==> src/rtl/wosl_pkg.sv <==
// Constants and types shared by the write-once security lock
package wosl_pkg;

   // ==========================================================
   // Latch geometry and match decision
   localparam int          LATCH_BITS    = 32;
   localparam int          COUNT_W       = 6;
   localparam logic [5:0]  MATCH_MIN     = 6'h1C;          // 28 agreeing bits
   // Lock pattern; value is arbitrary
   localparam logic [31:0] LOCK_PATTERN  = 32'hA5C3_96E1;
   // Nonvolatile cell contents after power-on; value is arbitrary
   localparam logic [31:0] NV_BLANK      = 32'h0000_0000;
   localparam logic [31:0] VOL_RESET     = 32'h0000_0000;
   localparam logic [31:0] RSP_RESET     = 32'h0000_0000;

   // ==========================================================
   // Flash block protection
   localparam int          FLASH_BLOCKS  = 8;
   localparam int          BLOCK_W       = 3;
   localparam int          LEVEL_W       = 2;
   localparam logic [1:0]  LVL_NONE      = 2'h0;
   localparam logic [1:0]  WRITE_MAX_LVL = 2'h0;            // Erase and program
   localparam logic [1:0]  VERIFY_MAX_LVL = 2'h1;           // Verify

   // ==========================================================
   // Commands from the debug port engine
   typedef enum logic [2:0] {
      WOSL_CMD_LOAD_KEY   = 3'h0,
      WOSL_CMD_COMMIT     = 3'h1,
      WOSL_CMD_READ_LATCH = 3'h2,
      WOSL_CMD_PROT_SET   = 3'h3,
      WOSL_CMD_CHIP_ERASE = 3'h4,
      WOSL_CMD_FLASH_OP   = 3'h5
   } wosl_cmd_t;

   typedef enum logic [1:0] {
      WOSL_FL_ERASE   = 2'h0,
      WOSL_FL_PROGRAM = 2'h1,
      WOSL_FL_VERIFY  = 2'h2
   } wosl_flash_kind_t;

   // Access state, Gray steps from the reset sample
   typedef enum logic [1:0] {
      WOSL_SAMPLE = 2'b00,
      WOSL_OPEN   = 2'b01,
      WOSL_LOCKED = 2'b10
   } wosl_state_t;

endpackage : wosl_pkg

==> src/rtl/wosl_match_count.sv <==
// Super-majority match of latch cells against the lock pattern
`timescale 1ns/100ps
module wosl_match_count
   import wosl_pkg::*;
(
   // Cell contents
   input  wire logic [LATCH_BITS-1:0] cells,
   // Match result
   output logic [COUNT_W-1:0]         agree_count,
   output logic                       match
);

   // ==========================================================
   // Per-bit agreement
   logic [LATCH_BITS-1:0] agree;

   genvar g;
   generate
      for (g = 0; g < LATCH_BITS; g++) begin : g_agree
         assign agree[g] = ~(cells[g] ^ LOCK_PATTERN[g]);
      end
   endgenerate

   // Count of agreeing positions
   function automatic logic [COUNT_W-1:0] ones(input logic [LATCH_BITS-1:0] v);
      logic [COUNT_W-1:0] n;
      n = '0;
      for (int i = 0; i < LATCH_BITS; i++) begin
         n = n + COUNT_W'(v[i]);
      end
      return n;
   endfunction : ones

   // Threshold compare, not an exact match
   always_comb begin
      agree_count = ones(agree);
      match       = (agree_count >= MATCH_MIN);
   end

endmodule : wosl_match_count

==> src/rtl/wosl_security_lock.sv <==
// Write-once latch, reset-time lock sampling and flash protection gate
`timescale 1ns/100ps
module wosl_security_lock
   import wosl_pkg::*;
(
   // Clock and resets
   input  wire logic                  clk,
   input  wire logic                  rst_n,
   input  wire logic                  por_n,
   // Command from debug port engine
   input  wire logic                  cmd_valid,
   input  wire logic [2:0]            cmd_op,
   input  wire logic [LATCH_BITS-1:0] cmd_data,
   input  wire logic [BLOCK_W-1:0]    cmd_block,
   input  wire logic [LEVEL_W-1:0]    cmd_level,
   input  wire logic [1:0]            cmd_kind,
   // Command answer
   output logic                       rsp_valid,
   output logic                       rsp_ok,
   output logic [LATCH_BITS-1:0]      rsp_data,
   // Access and status
   output logic                       port_access_en,
   output logic                       device_locked,
   output logic                       latch_match,
   output logic                       flash_prot_any
);

   // ==========================================================
   // Behaviour notes
   // Cells keep their value across device reset; only power-on clears them
   // Protection levels are kept the same way, so a lock reset keeps them
   // Lock state is taken once, at the first edge after reset release
   // Commands in that sampling cycle are refused; latch read still answers
   // A committed matching latch is frozen; later commits are refused
   // Chip erase clears protection levels only, never the latch or key

   // ==========================================================
   // Storage and state
   wosl_state_t             state;
   logic [LATCH_BITS-1:0]   vol_stage;
   logic [LATCH_BITS-1:0]   nv_cells;
   logic [LEVEL_W-1:0]      prot_level [FLASH_BLOCKS];
   logic                    match_now;
   logic                    take_any;
   logic                    open;
   logic                    prot_set_now;
   logic                    take_load;
   logic                    take_commit;
   logic                    take_read;
   logic                    take_prot;
   logic                    take_erase;
   logic                    take_flash;
   wosl_state_t             next_state;

   // Whether a flash operation kind is permitted at a level
   function automatic logic kind_allowed(input logic [1:0] kind,
                                         input logic [LEVEL_W-1:0] lvl);
      logic ok;
      ok = 1'b0;
      case (kind)
         WOSL_FL_ERASE:   ok = (lvl <= WRITE_MAX_LVL);
         WOSL_FL_PROGRAM: ok = (lvl <= WRITE_MAX_LVL);
         WOSL_FL_VERIFY:  ok = (lvl <= VERIFY_MAX_LVL);
         default:         ok = 1'b0;
      endcase
      return ok;
   endfunction : kind_allowed

   // ==========================================================
   // Match wrapper around the cells
   wosl_match_count u_match (
      .cells       (nv_cells),
      .agree_count (),
      .match       (match_now)
   );

   // ==========================================================
   // Command decode
   always_comb begin
      prot_set_now = 1'b0;
      for (int i = 0; i < FLASH_BLOCKS; i++) begin
         prot_set_now = prot_set_now | (prot_level[i] != LVL_NONE);
      end
   end

   // Only the open state grants programming and debug access
   assign open = (state == WOSL_OPEN);

   always_comb begin
      take_load   = 1'b0;
      take_commit = 1'b0;
      take_read   = 1'b0;
      take_prot   = 1'b0;
      take_erase  = 1'b0;
      take_flash  = 1'b0;
      if (cmd_valid) begin
         if (cmd_op == WOSL_CMD_LOAD_KEY) begin
            take_load = open && !prot_set_now;
         end else if (cmd_op == WOSL_CMD_COMMIT) begin
            // Cells can be rewritten until they match; a matching latch is frozen
            take_commit = open && !prot_set_now && !match_now;
         end else if (cmd_op == WOSL_CMD_READ_LATCH) begin
            take_read = 1'b1;
         end else if (cmd_op == WOSL_CMD_PROT_SET) begin
            take_prot = open && (cmd_level >= prot_level[cmd_block]);
         end else if (cmd_op == WOSL_CMD_CHIP_ERASE) begin
            take_erase = open;
         end else if (cmd_op == WOSL_CMD_FLASH_OP) begin
            take_flash = open && kind_allowed(cmd_kind, prot_level[cmd_block]);
         end
      end
   end

   // Any granted command
   assign take_any = take_load | take_commit | take_read
                   | take_prot | take_erase | take_flash;

   // ==========================================================
   // Reset-time lock sample
   always_comb begin
      next_state = state;
      case (state)
         WOSL_SAMPLE: next_state = match_now ? WOSL_LOCKED : WOSL_OPEN;
         WOSL_OPEN:   next_state = WOSL_OPEN;
         WOSL_LOCKED: next_state = WOSL_LOCKED;
         default:     next_state = WOSL_LOCKED;
      endcase
   end

   // Access state; closed until the first edge after reset
   always_ff @(posedge clk or negedge rst_n) begin
      if (!rst_n) begin
         state          <= WOSL_SAMPLE;
         port_access_en <= 1'b0;
         device_locked  <= 1'b0;
      end else begin
         state          <= next_state;
         port_access_en <= (next_state == WOSL_OPEN);
         device_locked  <= (next_state == WOSL_LOCKED);
      end
   end

   // ==========================================================
   // Volatile key stage
   always_ff @(posedge clk or negedge rst_n) begin
      if (!rst_n) begin
         vol_stage <= VOL_RESET;
      end else if (take_load) begin
         vol_stage <= cmd_data;
      end
   end

   // Nonvolatile cells survive device reset, cleared only at power-on
   always_ff @(posedge clk or negedge por_n) begin
      if (!por_n) begin
         nv_cells <= NV_BLANK;
      end else if (take_commit) begin
         nv_cells <= vol_stage;
      end
   end

   // ==========================================================
   // Flash protection levels, raise only, cleared by full erase
   // Levels are nonvolatile: a device reset must not clear them,
   // or a lock reset would drop the protection just programmed
   genvar b;
   generate
      for (b = 0; b < FLASH_BLOCKS; b++) begin : g_prot
         always_ff @(posedge clk or negedge por_n) begin
            if (!por_n) begin
               prot_level[b] <= LVL_NONE;
            end else if (take_erase) begin
               prot_level[b] <= LVL_NONE;
            end else if (take_prot && (cmd_block == BLOCK_W'(b))) begin
               prot_level[b] <= cmd_level;
            end
         end
      end
   endgenerate

   // ==========================================================
   // Status flags
   // Live match shown even before a reset locks
   always_ff @(posedge clk or negedge rst_n) begin
      if (!rst_n) begin
         latch_match    <= 1'b0;
         flash_prot_any <= 1'b0;
      end else begin
         latch_match    <= match_now;
         flash_prot_any <= prot_set_now;
      end
   end

   // ==========================================================
   // Command answer, one cycle after the command
   // Refused commands still answer, with rsp_ok low
   always_ff @(posedge clk or negedge rst_n) begin
      if (!rst_n) begin
         rsp_valid <= 1'b0;
         rsp_ok    <= 1'b0;
         rsp_data  <= RSP_RESET;
      end else begin
         rsp_valid <= cmd_valid;
         rsp_ok    <= take_any;
         if (take_read) begin
            rsp_data <= nv_cells;
         end else begin
            rsp_data <= RSP_RESET;
         end
      end
   end

endmodule : wosl_security_lock

==> config.mk <==
export PLATFORM = sky130hd
export DESIGN_NAME = wosl_security_lock
export DESIGN_NICKNAME = d
export VERILOG_FILES = /design/src/rtl/wosl_pkg.sv /design/src/rtl/wosl_match_count.sv /design/src/rtl/wosl_security_lock.sv
export SDC_FILE = /design/constraint.sdc
export NUM_CORES = 1
export LEC_CHECK = 0
export BUFFER_PORTS_ARGS = -buffer_cell sky130_fd_sc_hd__buf_2
export CORE_UTILIZATION = 50
export CTS_CLUSTER_DIAMETER = 120
export DETAILED_ROUTE_END_ITERATION = 7
export PLACE_DENSITY = 0.71
export SYNTH_ARGS = -nofsm -noshare
export SYNTH_HDL_FRONTEND = slang
export SYNTH_SLANG_ARGS = --single-unit
==> constraint.sdc <==
create_clock -name clk -period 7.8 [get_ports clk]
set_clock_uncertainty 0.1 [all_clocks]
set_input_delay 1.17 -clock clk [delete_from_list [all_inputs] [get_ports clk]]
set_output_delay 1.17 -clock clk [all_outputs]
set_load 0.1 [all_outputs]
==> results.json, run 1 <==
{
  "slew_violations": 0,
  "grt_max_degree": 73,
  "post-route-drc-count": 0,
  "hp-class": "flip-flop to flip-flop",
  "clock_sinks": 120,
  "status": "finished, final reports clean",
  "relSlewSlack_pct": 27.0,
  "synth_xor_area_share_pct": 0.152,
  "overflow": 0,
  "yosys_warnings": 0,
  "gp_congestion": 0.834,
  "postCtsSetupBuffers": 0,
  "cap_violations": 0,
  "avgRoutedWirePerCell_um": 16.7,
  "antenna_found_initial": 0,
  "setup.worst_path.end": "nv_cells[16]",
  "ys_seq_area_share_pct": 52.3,
  "synth_flop_cell": "dfrtp_1",
  "syn-cell-area_um2": 5750,
  "cts_buffers": 17,
  "h-tree-depth": 4,
  "rr_endpoint": "nv_cells[16]",
  "grt_pass1_wl_um": 18500,
  "rsz0062_at_grt": "false",
  "start_util_pct": 52.1,
  "worst_slew_pin_slew_ns": 1.09,
  "drtIter0Drc": 147,
  "netlist_instances": 420,
  "yosys.area_share.simple_pct": 10.1,
  "grt_usage_pct": 21.2,
  "drive_gt1_share_pct": 38.5,
  "fin_crit_sh_pct": 87.0,
  "rows": 38,
  "syn_avg_cell_area_um2": 13.7,
  "synth-async-reset-ratio_pct": 100,
  "worstSetupStartpointType": "flip-flop",
  "path_cells": "inv_1 -> ha_1 -> inv_1 -> fa_1 -> inv_1 -> fa_1 -> fa_1 -> inv_1 -> fa_1 -> fa_1 -> fa_1 -> inv_1 -> fa_1 -> fa_1 -> a31o_1 -> a221o_1 -> a31oi_2 -> and3_2 -> buf_12 -> mux2_2",
  "cts_resized": 0,
  "detail-route-antenna-nets": 0,
  "cpPeakStageDelay_ns": 0.60,
  "synth_nets": 500,
  "max_freq_ghz": 0.147,
  "die_y_um": 109,
  "fin_setup_tns_ns": 0,
  "diodes": 0,
  "reg2reg_from": "nv_cells[1]",
  "worst-setup-path-type": "flip-flop to flip-flop",
  "hold_buffers": 0,
  "arrival_ns": 6.98,
  "slowest_stage": "and3_2",
  "cts_tree": "yes",
  "layout_min_cycle_time_ns": 6.78,
  "viasPerCell": 5.23,
  "ys_ff_latch": 120,
  "hold_viol_final": 0,
  "vias": 3418,
  "die_w_um": 109,
  "portBuffers": 83,
  "io_pins": 84,
  "reg2reg_slack_ns": 1.02,
  "root_buffer": "clkbuf_16",
  "critPathMaxFanout": 17,
  "dp_hpwl_um": 7760,
  "synth_top_family_by_area": "multiplexers",
  "yosys.area_share.adder_pct": 10.5,
  "synth_cell_type_count": 45,
  "core_area_um2": 11000,
  "cts.clk_slew.worst_paths_ns": 0.05,
  "drt-total-wl_um": 10900,
  "crit_required_ns": 7.99,
  "clock_latency_ns": 0.41,
  "synthMuxAreaShare_pct": 18.5,
  "area_delta_synth_final_pct": 17.5,
  "grt_pass1_vias": 3677,
  "rr_worst_depth": 20,
  "synth_edf_count": 0,
  "cts.path.max_buffers": 2,
  "synth_compound_area_share_pct": 2.24,
  "nets": 582,
  "end_kind": "flip-flop",
  "startpoint": "nv_cells[1]",
  "first_pass_iters": 4,
  "die-area_um2": 11900,
  "setup_viol_count_final": 0,
  "cp_common_cell": "fa_1"
}
[Yosys cell counts (2+ instances only)]
library cell  instances  area (um^2)
a211oi_1              2         15.0
a21o_1                2         15.0
a21oi_1               2         10.0
and2_1               10         62.6
buf_12                3         60.1
buf_2                 2         10.0
buf_6                 4         45.0
clkbuf_1             12         45.0
dfrtp_1             120         3000
fa_1                 24          480
ha_1                 10          125
inv_1                51          191
mux2_2               36          405
mux2_4               29          435
mux2i_1              18          180
mux4_2                2         45.0
nand2_1               4         15.0
nand2b_1              3         18.8
nand3b_1              2         15.0
nor2_1               23         86.3
nor2b_1               2         12.5
nor4_1               27          169
nor4_2                8          100
or2_2                 3         18.8
[stage by stage]
step           worst slack [ns]  std cells  hold WS, ns  area (um^2)  utilization, %
2_1_floorplan              1.68        420        0.368         5750               -
3_3_place_gp               1.17        623        0.390         6200            56.3
3_5_place_dp              0.991        623        0.394         6200            56.3
4_1_cts                   0.989        654        0.401         6750            61.2
5_1_grt                   0.706        654        0.414         6750            61.2
6_report                   1.02        654        0.399         6750            61.2
[cells by family (layout without fill, tap and decap cells)]
logic type,count (synthesis),after routing
XOR/XNOR,1,1
flip-flops,120,120
AO/OA/AOI/OAI,16,16
multiplexers,85,85
buffers and inverters,73,167
AND/OR/NAND/NOR,91,91
adder cells (fa/ha/maj),34,34
[layout make-up]
class                           instances  area (um^2)
Tap cell                              140          175
Fill cell                             884         4280
Clock inverter                          9         75.1
Clock buffer                           22          474
Timing Repair Buffer                   85          445
Multi-Input combinational cell        227         2390
Sequential cell                       120         3000
Inverter                               51          191
[worst max-delay path, delay by kind of cell, from the launching register on]
kind / cells / cell delay (ns)
buffers and inverters: 6 / 0.50
adder cells (fa/ha/maj): 9 / 4.05
multiplexers: 1 / 0.34
AO/OA/AOI/OAI: 3 / 0.71
AND/OR/NAND/NOR: 1 / 0.60
flip-flops: 1 / 0.35
[how the worst min path moves through the flow]
stage,end,cells after the start,from,slack (ns)
after CTS,nv_cells[4],1,vol_stage[4],0.40
final,nv_cells[4],1,vol_stage[4],0.40
after global placement,nv_cells[18],1,vol_stage[18],0.39
after global routing,nv_cells[3],1,vol_stage[3],0.41
after detailed placement,nv_cells[18],1,vol_stage[18],0.39
after floorplan,port_access_en,1,state[1],0.37
[layout by cell type (no fill, tap or decap), drive strengths merged, types with 3 or more instances in the layout]
master / n
inv: 51
clkbuf: 22
nand2b: 3
mux2i: 18
dfrtp: 120
nand2: 4
nor2: 23
fa: 24
ha: 10
and2: 10
mux2: 65
or2: 3
buf: 85
nor4: 35
clkinv: 6
[state kept, by name, indices dropped and copies added, names as in the netlist]
name	cells
device_locked	1
vol_stage	32
rsp_ok	1
flash_prot_any	1
port_access_en	1
rsp_data	32
prot_level	16
rsp_valid	1
nv_cells	32
latch_match	1
state	2
[per-layer routing]
metal	wire length [um]	up-vias	global-route usage, %
met3	450	14	5.44
met1	4910	1742	28.0
met2	5390	70	33.8
met5	0	-	0
met4	163	0	7.81
li1	-	1592	-
Power of run 1 is left out: the tool's default activity adds up to more than one toggle a clock period on the data nets, which glitch-free logic cannot reach.
==> run 2: changes to the inputs <==
--- a/config.mk
+++ b/config.mk
@@ -7,6 +7,7 @@
 export LEC_CHECK = 0
 export BUFFER_PORTS_ARGS = -buffer_cell sky130_fd_sc_hd__buf_2
 export CORE_UTILIZATION = 50
+export CTS_BUF_LIST = sky130_fd_sc_hd__clkbuf_4
 export CTS_CLUSTER_DIAMETER = 120
 export DETAILED_ROUTE_END_ITERATION = 7
 export PLACE_DENSITY = 0.71
==> run 2 against run 1 <==
  * Final area fell by 4.7%
  * Core utilization decreased by 2.9 points
  * Fmax shrank 0.35%
  * Clock-buffer cell count decreased by 3
  * Routed wire length is 3.3% lower
  * Global-route usage down 0.60 points
  * Flip-flop and latch count unchanged
  * Register-to-register slack got worse by 0.02 ns
  * Via count hardly changed
  * First-iteration DRC count shrank 22%
  * Die area did not move
  * Critical endpoint unchanged
  * Largest cell class unchanged
==> results.json, run 2 (synthesized netlist as in run 1, its figures left out) <==
{
  "gp_congestion": 0.834,
  "dp_hpwl_um": 7760,
  "viasPerCell": 5.22,
  "overflow": 0,
  "worstSetupStartpointType": "flip-flop",
  "fin_crit_sh_pct": 87.3,
  "path_cells": "ha_1 -> inv_1 -> fa_1 -> inv_1 -> fa_1 -> fa_1 -> inv_1 -> fa_1 -> fa_1 -> fa_1 -> inv_1 -> fa_1 -> fa_1 -> a31o_1 -> a221o_1 -> a31oi_2 -> and3_2 -> buf_12 -> mux2_2",
  "root_buffer": "clkbuf_4",
  "postCtsSetupBuffers": 0,
  "critPathBufInv": 5,
  "fin_setup_tns_ns": 0,
  "mostFrequentLayoutCell": "dfrtp_1",
  "cpPeakStageDelay_ns": 0.60,
  "worst_slew_pin_slew_ns": 1.09,
  "post-route-drc-count": 0,
  "cts_buffers": 17,
  "grt_pass1_vias": 3643,
  "die_w_um": 109,
  "clock_sinks": 120,
  "status": "finished, final reports clean",
  "h-tree-depth": 4,
  "slowest_stage": "and3_2",
  "vias": 3416,
  "drive_gt1_share_pct": 38.3,
  "cts.clk_slew.worst_paths_ns": 0.10,
  "end_kind": "flip-flop",
  "portBuffers": 83,
  "die-area_um2": 11900,
  "rows": 38,
  "area_delta_synth_final_pct": 12.0,
  "cts.path.max_buffers": 2,
  "rsz0062_at_grt": "false",
  "avgRoutedWirePerCell_um": 16.1,
  "grt_pass1_wl_um": 18100,
  "hp-class": "flip-flop to flip-flop",
  "nets": 582,
  "hold_buffers": 0,
  "cts_resized": 0,
  "io_pins": 84,
  "core_area_um2": 11000,
  "crit_family": "adder cells",
  "antenna_found_initial": 0,
  "diodes": 0,
  "grt_usage_pct": 20.6,
  "detail-route-antenna-nets": 0,
  "slew_violations": 0,
  "mostFrequentLayoutCells": "120 x dfrtp_1, 82 x buf_2, 51 x inv_1, 36 x mux2_2, 29 x mux2_4",
  "cts_tree": "yes",
  "drt-total-wl_um": 10600,
  "arrival_ns": 7.12,
  "clock_latency_ns": 0.52,
  "reg_top3": "nv_cells x32, rsp_data x32, vol_stage x32",
  "relSlewSlack_pct": 26.9,
  "layout_min_cycle_time_ns": 6.81,
  "drtIter0Drc": 114,
  "start_util_pct": 52.1,
  "hold_viol_final": 0,
  "grt_max_degree": 73,
  "first_pass_iters": 4,
  "max_freq_ghz": 0.147,
  "cap_violations": 0,
  "die_y_um": 109,
  "critPathMaxFanout": 17,
  "cp_common_cell": "fa_1",
  "crit_required_ns": 8.11,
  "setup_viol_count_final": 0,
  "worst-setup-path-type": "flip-flop to flip-flop"
}
run 2: cell count changes in the layout (fill, tap and decap cells not counted), sizes merged:
cell / delta
clkbuf: -3
clkinv: +3
run 2: final cells by class:
type,count,area (um^2)
clock buffers,19,143
clock inverters,12,86.3
fillers,929,4600
inverters,51,191
multi-input cells,227,2390
flip-flops and latches,120,3000
well taps,140,175
repair buffers,85,445
run 2: path summary, 6_finish.rpt:
kind,from,end,slack [ns],cells past startpoint
setup / recovery,nv_cells[0],nv_cells[16],0.99,19
hold / removal,vol_stage[3],nv_cells[3],0.40,1
setup reg to reg,nv_cells[0],nv_cells[16],0.99,19
hold reg to reg,vol_stage[3],nv_cells[3],0.40,1
max in group asynchronous,por_n,nv_cells[22],6.21,1
min in group asynchronous,rst_n,rsp_valid,0.65,1
run 2: per-layer routing:
layer	track usage, %	routed length (um)
met2	32.3	5130
met3	5.80	461
met1	27.4	4800
met4	7.24	167
met5	0	0
run 2: per-stage QoR:
stage	utilization, %	cell area [um^2]	hold WS, ns	cells	worst slack [ns]
finish	58.3	6430	0.403	654	0.994
global route	58.3	6430	0.422	654	0.714
CTS	58.3	6430	0.404	654	0.992
detailed placement	56.3	6200	0.394	623	0.991
global placement	56.3	6200	0.390	623	1.17
floorplan	-	5750	0.368	420	1.68
Power of run 2 is left out for the same reason.
==> run 3: changes to the inputs <==
--- a/config.mk
+++ b/config.mk
@@ -6,11 +6,10 @@
 export NUM_CORES = 1
 export LEC_CHECK = 0
 export BUFFER_PORTS_ARGS = -buffer_cell sky130_fd_sc_hd__buf_2
-export CORE_UTILIZATION = 50
+export CORE_UTILIZATION = 40
 export CTS_BUF_LIST = sky130_fd_sc_hd__clkbuf_4
 export CTS_CLUSTER_DIAMETER = 120
 export DETAILED_ROUTE_END_ITERATION = 7
-export PLACE_DENSITY = 0.71
 export SYNTH_ARGS = -nofsm -noshare
 export SYNTH_HDL_FRONTEND = slang
 export SYNTH_SLANG_ARGS = --single-unit
==> run 3 against run 2 <==
  * Core utilization shrank 11 points
  * Fmax shrank 0.69%
  * Global-route usage shrank 3.0 points
  * Worst hold slack gained 0.0056 ns
  * Final area grew 1.7%
  * Sequential share of layout area shrank 0.77 points
  * Clock-buffer cell count grew 3
==> results.json, run 3 (synthesized netlist as in run 1, its figures left out) <==
{
  "fin_setup_tns_ns": 0,
  "status": "finished, final reports clean",
  "die_w_um": 122,
  "viasPerCell": 4.98,
  "hold_viol_final": 0,
  "grt_usage_pct": 17.6,
  "detail-route-antenna-nets": 0,
  "rows": 43,
  "worst-setup-path-type": "flip-flop to flip-flop",
  "die-area_um2": 14800,
  "nets": 584,
  "fin_crit_sh_pct": 87.9,
  "layout_min_cycle_time_ns": 6.85,
  "drt-total-wl_um": 11800,
  "overflow": 0,
  "h-tree-depth": 4,
  "root_buffer": "clkbuf_4",
  "placed_area_um2": 6270,
  "hp-class": "flip-flop to flip-flop",
  "core_area_um2": 13900,
  "area_delta_synth_final_pct": 13.8,
  "hold_depth": 1,
  "first_pass_iters": 4,
  "slew_violations": 0,
  "cts_tree": "yes",
  "final_cell_area_um2": 6540,
  "arrival_ns": 7.17,
  "setup_viol_count_final": 0,
  "clock_sinks": 120,
  "io_pins": 84,
  "cts.path.max_buffers": 2,
  "portBuffers": 83,
  "avgRoutedWirePerCell_um": 16.9,
  "worstSetupStartpointType": "flip-flop",
  "relSlewSlack_pct": 24.5,
  "cts.clk_slew.worst_paths_ns": 0.11,
  "reg_top3": "nv_cells x32, rsp_data x32, vol_stage x32",
  "clock_latency_ns": 0.53,
  "cts_resized": 0,
  "drive_gt1_share_pct": 39.3,
  "antenna_found_initial": 1,
  "mostFrequentLayoutCells": "120 x dfrtp_1, 82 x buf_2, 51 x inv_1, 36 x mux2_2, 29 x mux2_4",
  "worst_slew_pin_slew_ns": 1.13,
  "cts_buffers": 17,
  "postCtsSetupBuffers": 0,
  "rsz0062_at_grt": "false",
  "crit_required_ns": 8.12,
  "cap_violations": 0,
  "drtIter0Drc": 191,
  "gp_congestion": 0.875,
  "vias": 3479,
  "start_util_pct": 41.2,
  "end_kind": "flip-flop",
  "rr_worst_depth": 19,
  "die_y_um": 122,
  "grt_pass1_wl_um": 19200,
  "hold_buffers": 0,
  "post-route-drc-count": 0,
  "critPathMaxFanout": 17,
  "max_freq_ghz": 0.146,
  "grt_max_degree": 73,
  "dp_hpwl_um": 8430,
  "mostFrequentLayoutCell": "dfrtp_1",
  "grt_pass1_vias": 3672
}
run 3: area by class of cell:
cell class	instances	area, um^2
clock inverter	10	104
sequential	120	3000
fill	1269	7390
clock buffer	22	165
multi-input combinational	227	2390
tap	180	225
inverter	51	191
timing repair buffer	87	460
antenna	1	2.50
run 3: worst paths after layout:
path / to / from / slack (ns)
setup / recovery: nv_cells[17] / nv_cells[0] / 0.95
hold / removal: nv_cells[8] / vol_stage[8] / 0.41
setup reg to reg: nv_cells[17] / nv_cells[0] / 0.95
hold reg to reg: nv_cells[8] / vol_stage[8] / 0.41
max in group asynchronous: vol_stage[2] / rst_n / 6.34
min in group asynchronous: prot_level[15] / por_n / 0.64
run 3: critical path: stages, from the launching register on:
cell and delay (ns):
dfrtp_1 0.41, ha_1 0.28, inv_1 0.04, fa_1 0.47, inv_1 0.06, fa_1 0.49, fa_1 0.52, inv_1 0.05
fa_1 0.54, fa_1 0.45, fa_1 0.49, inv_1 0.05, fa_1 0.42, fa_1 0.43, a31o_1 0.21, a221o_1 0.33
a31oi_2 0.19, and3_2 0.60, buf_12 0.25, mux2_2 0.34
run 3: per-stage QoR:
step / hold WS, ns / utilization [%] / setup slack, ns / std cells
floorplan: 0.368 / - / 1.68 / 420
global placement: 0.390 / 45.0 / 1.10 / 665
detailed placement: 0.391 / 45.0 / 0.952 / 665
CTS: 0.410 / 46.9 / 0.918 / 697
global route: 0.422 / 46.9 / 0.669 / 698
finish: 0.409 / 46.9 / 0.946 / 698
run 3: metal layers:
layer  global-route usage [%]  vias up  share of wire (%)
li1                         -     1602                  -
met1                     22.2     1773                 43
met4                     6.25        0                1.1
met2                     28.7       94                 51
met5                        0        -                  0
met3                     4.87       10                4.3
Power of run 3 is left out for the same reason.
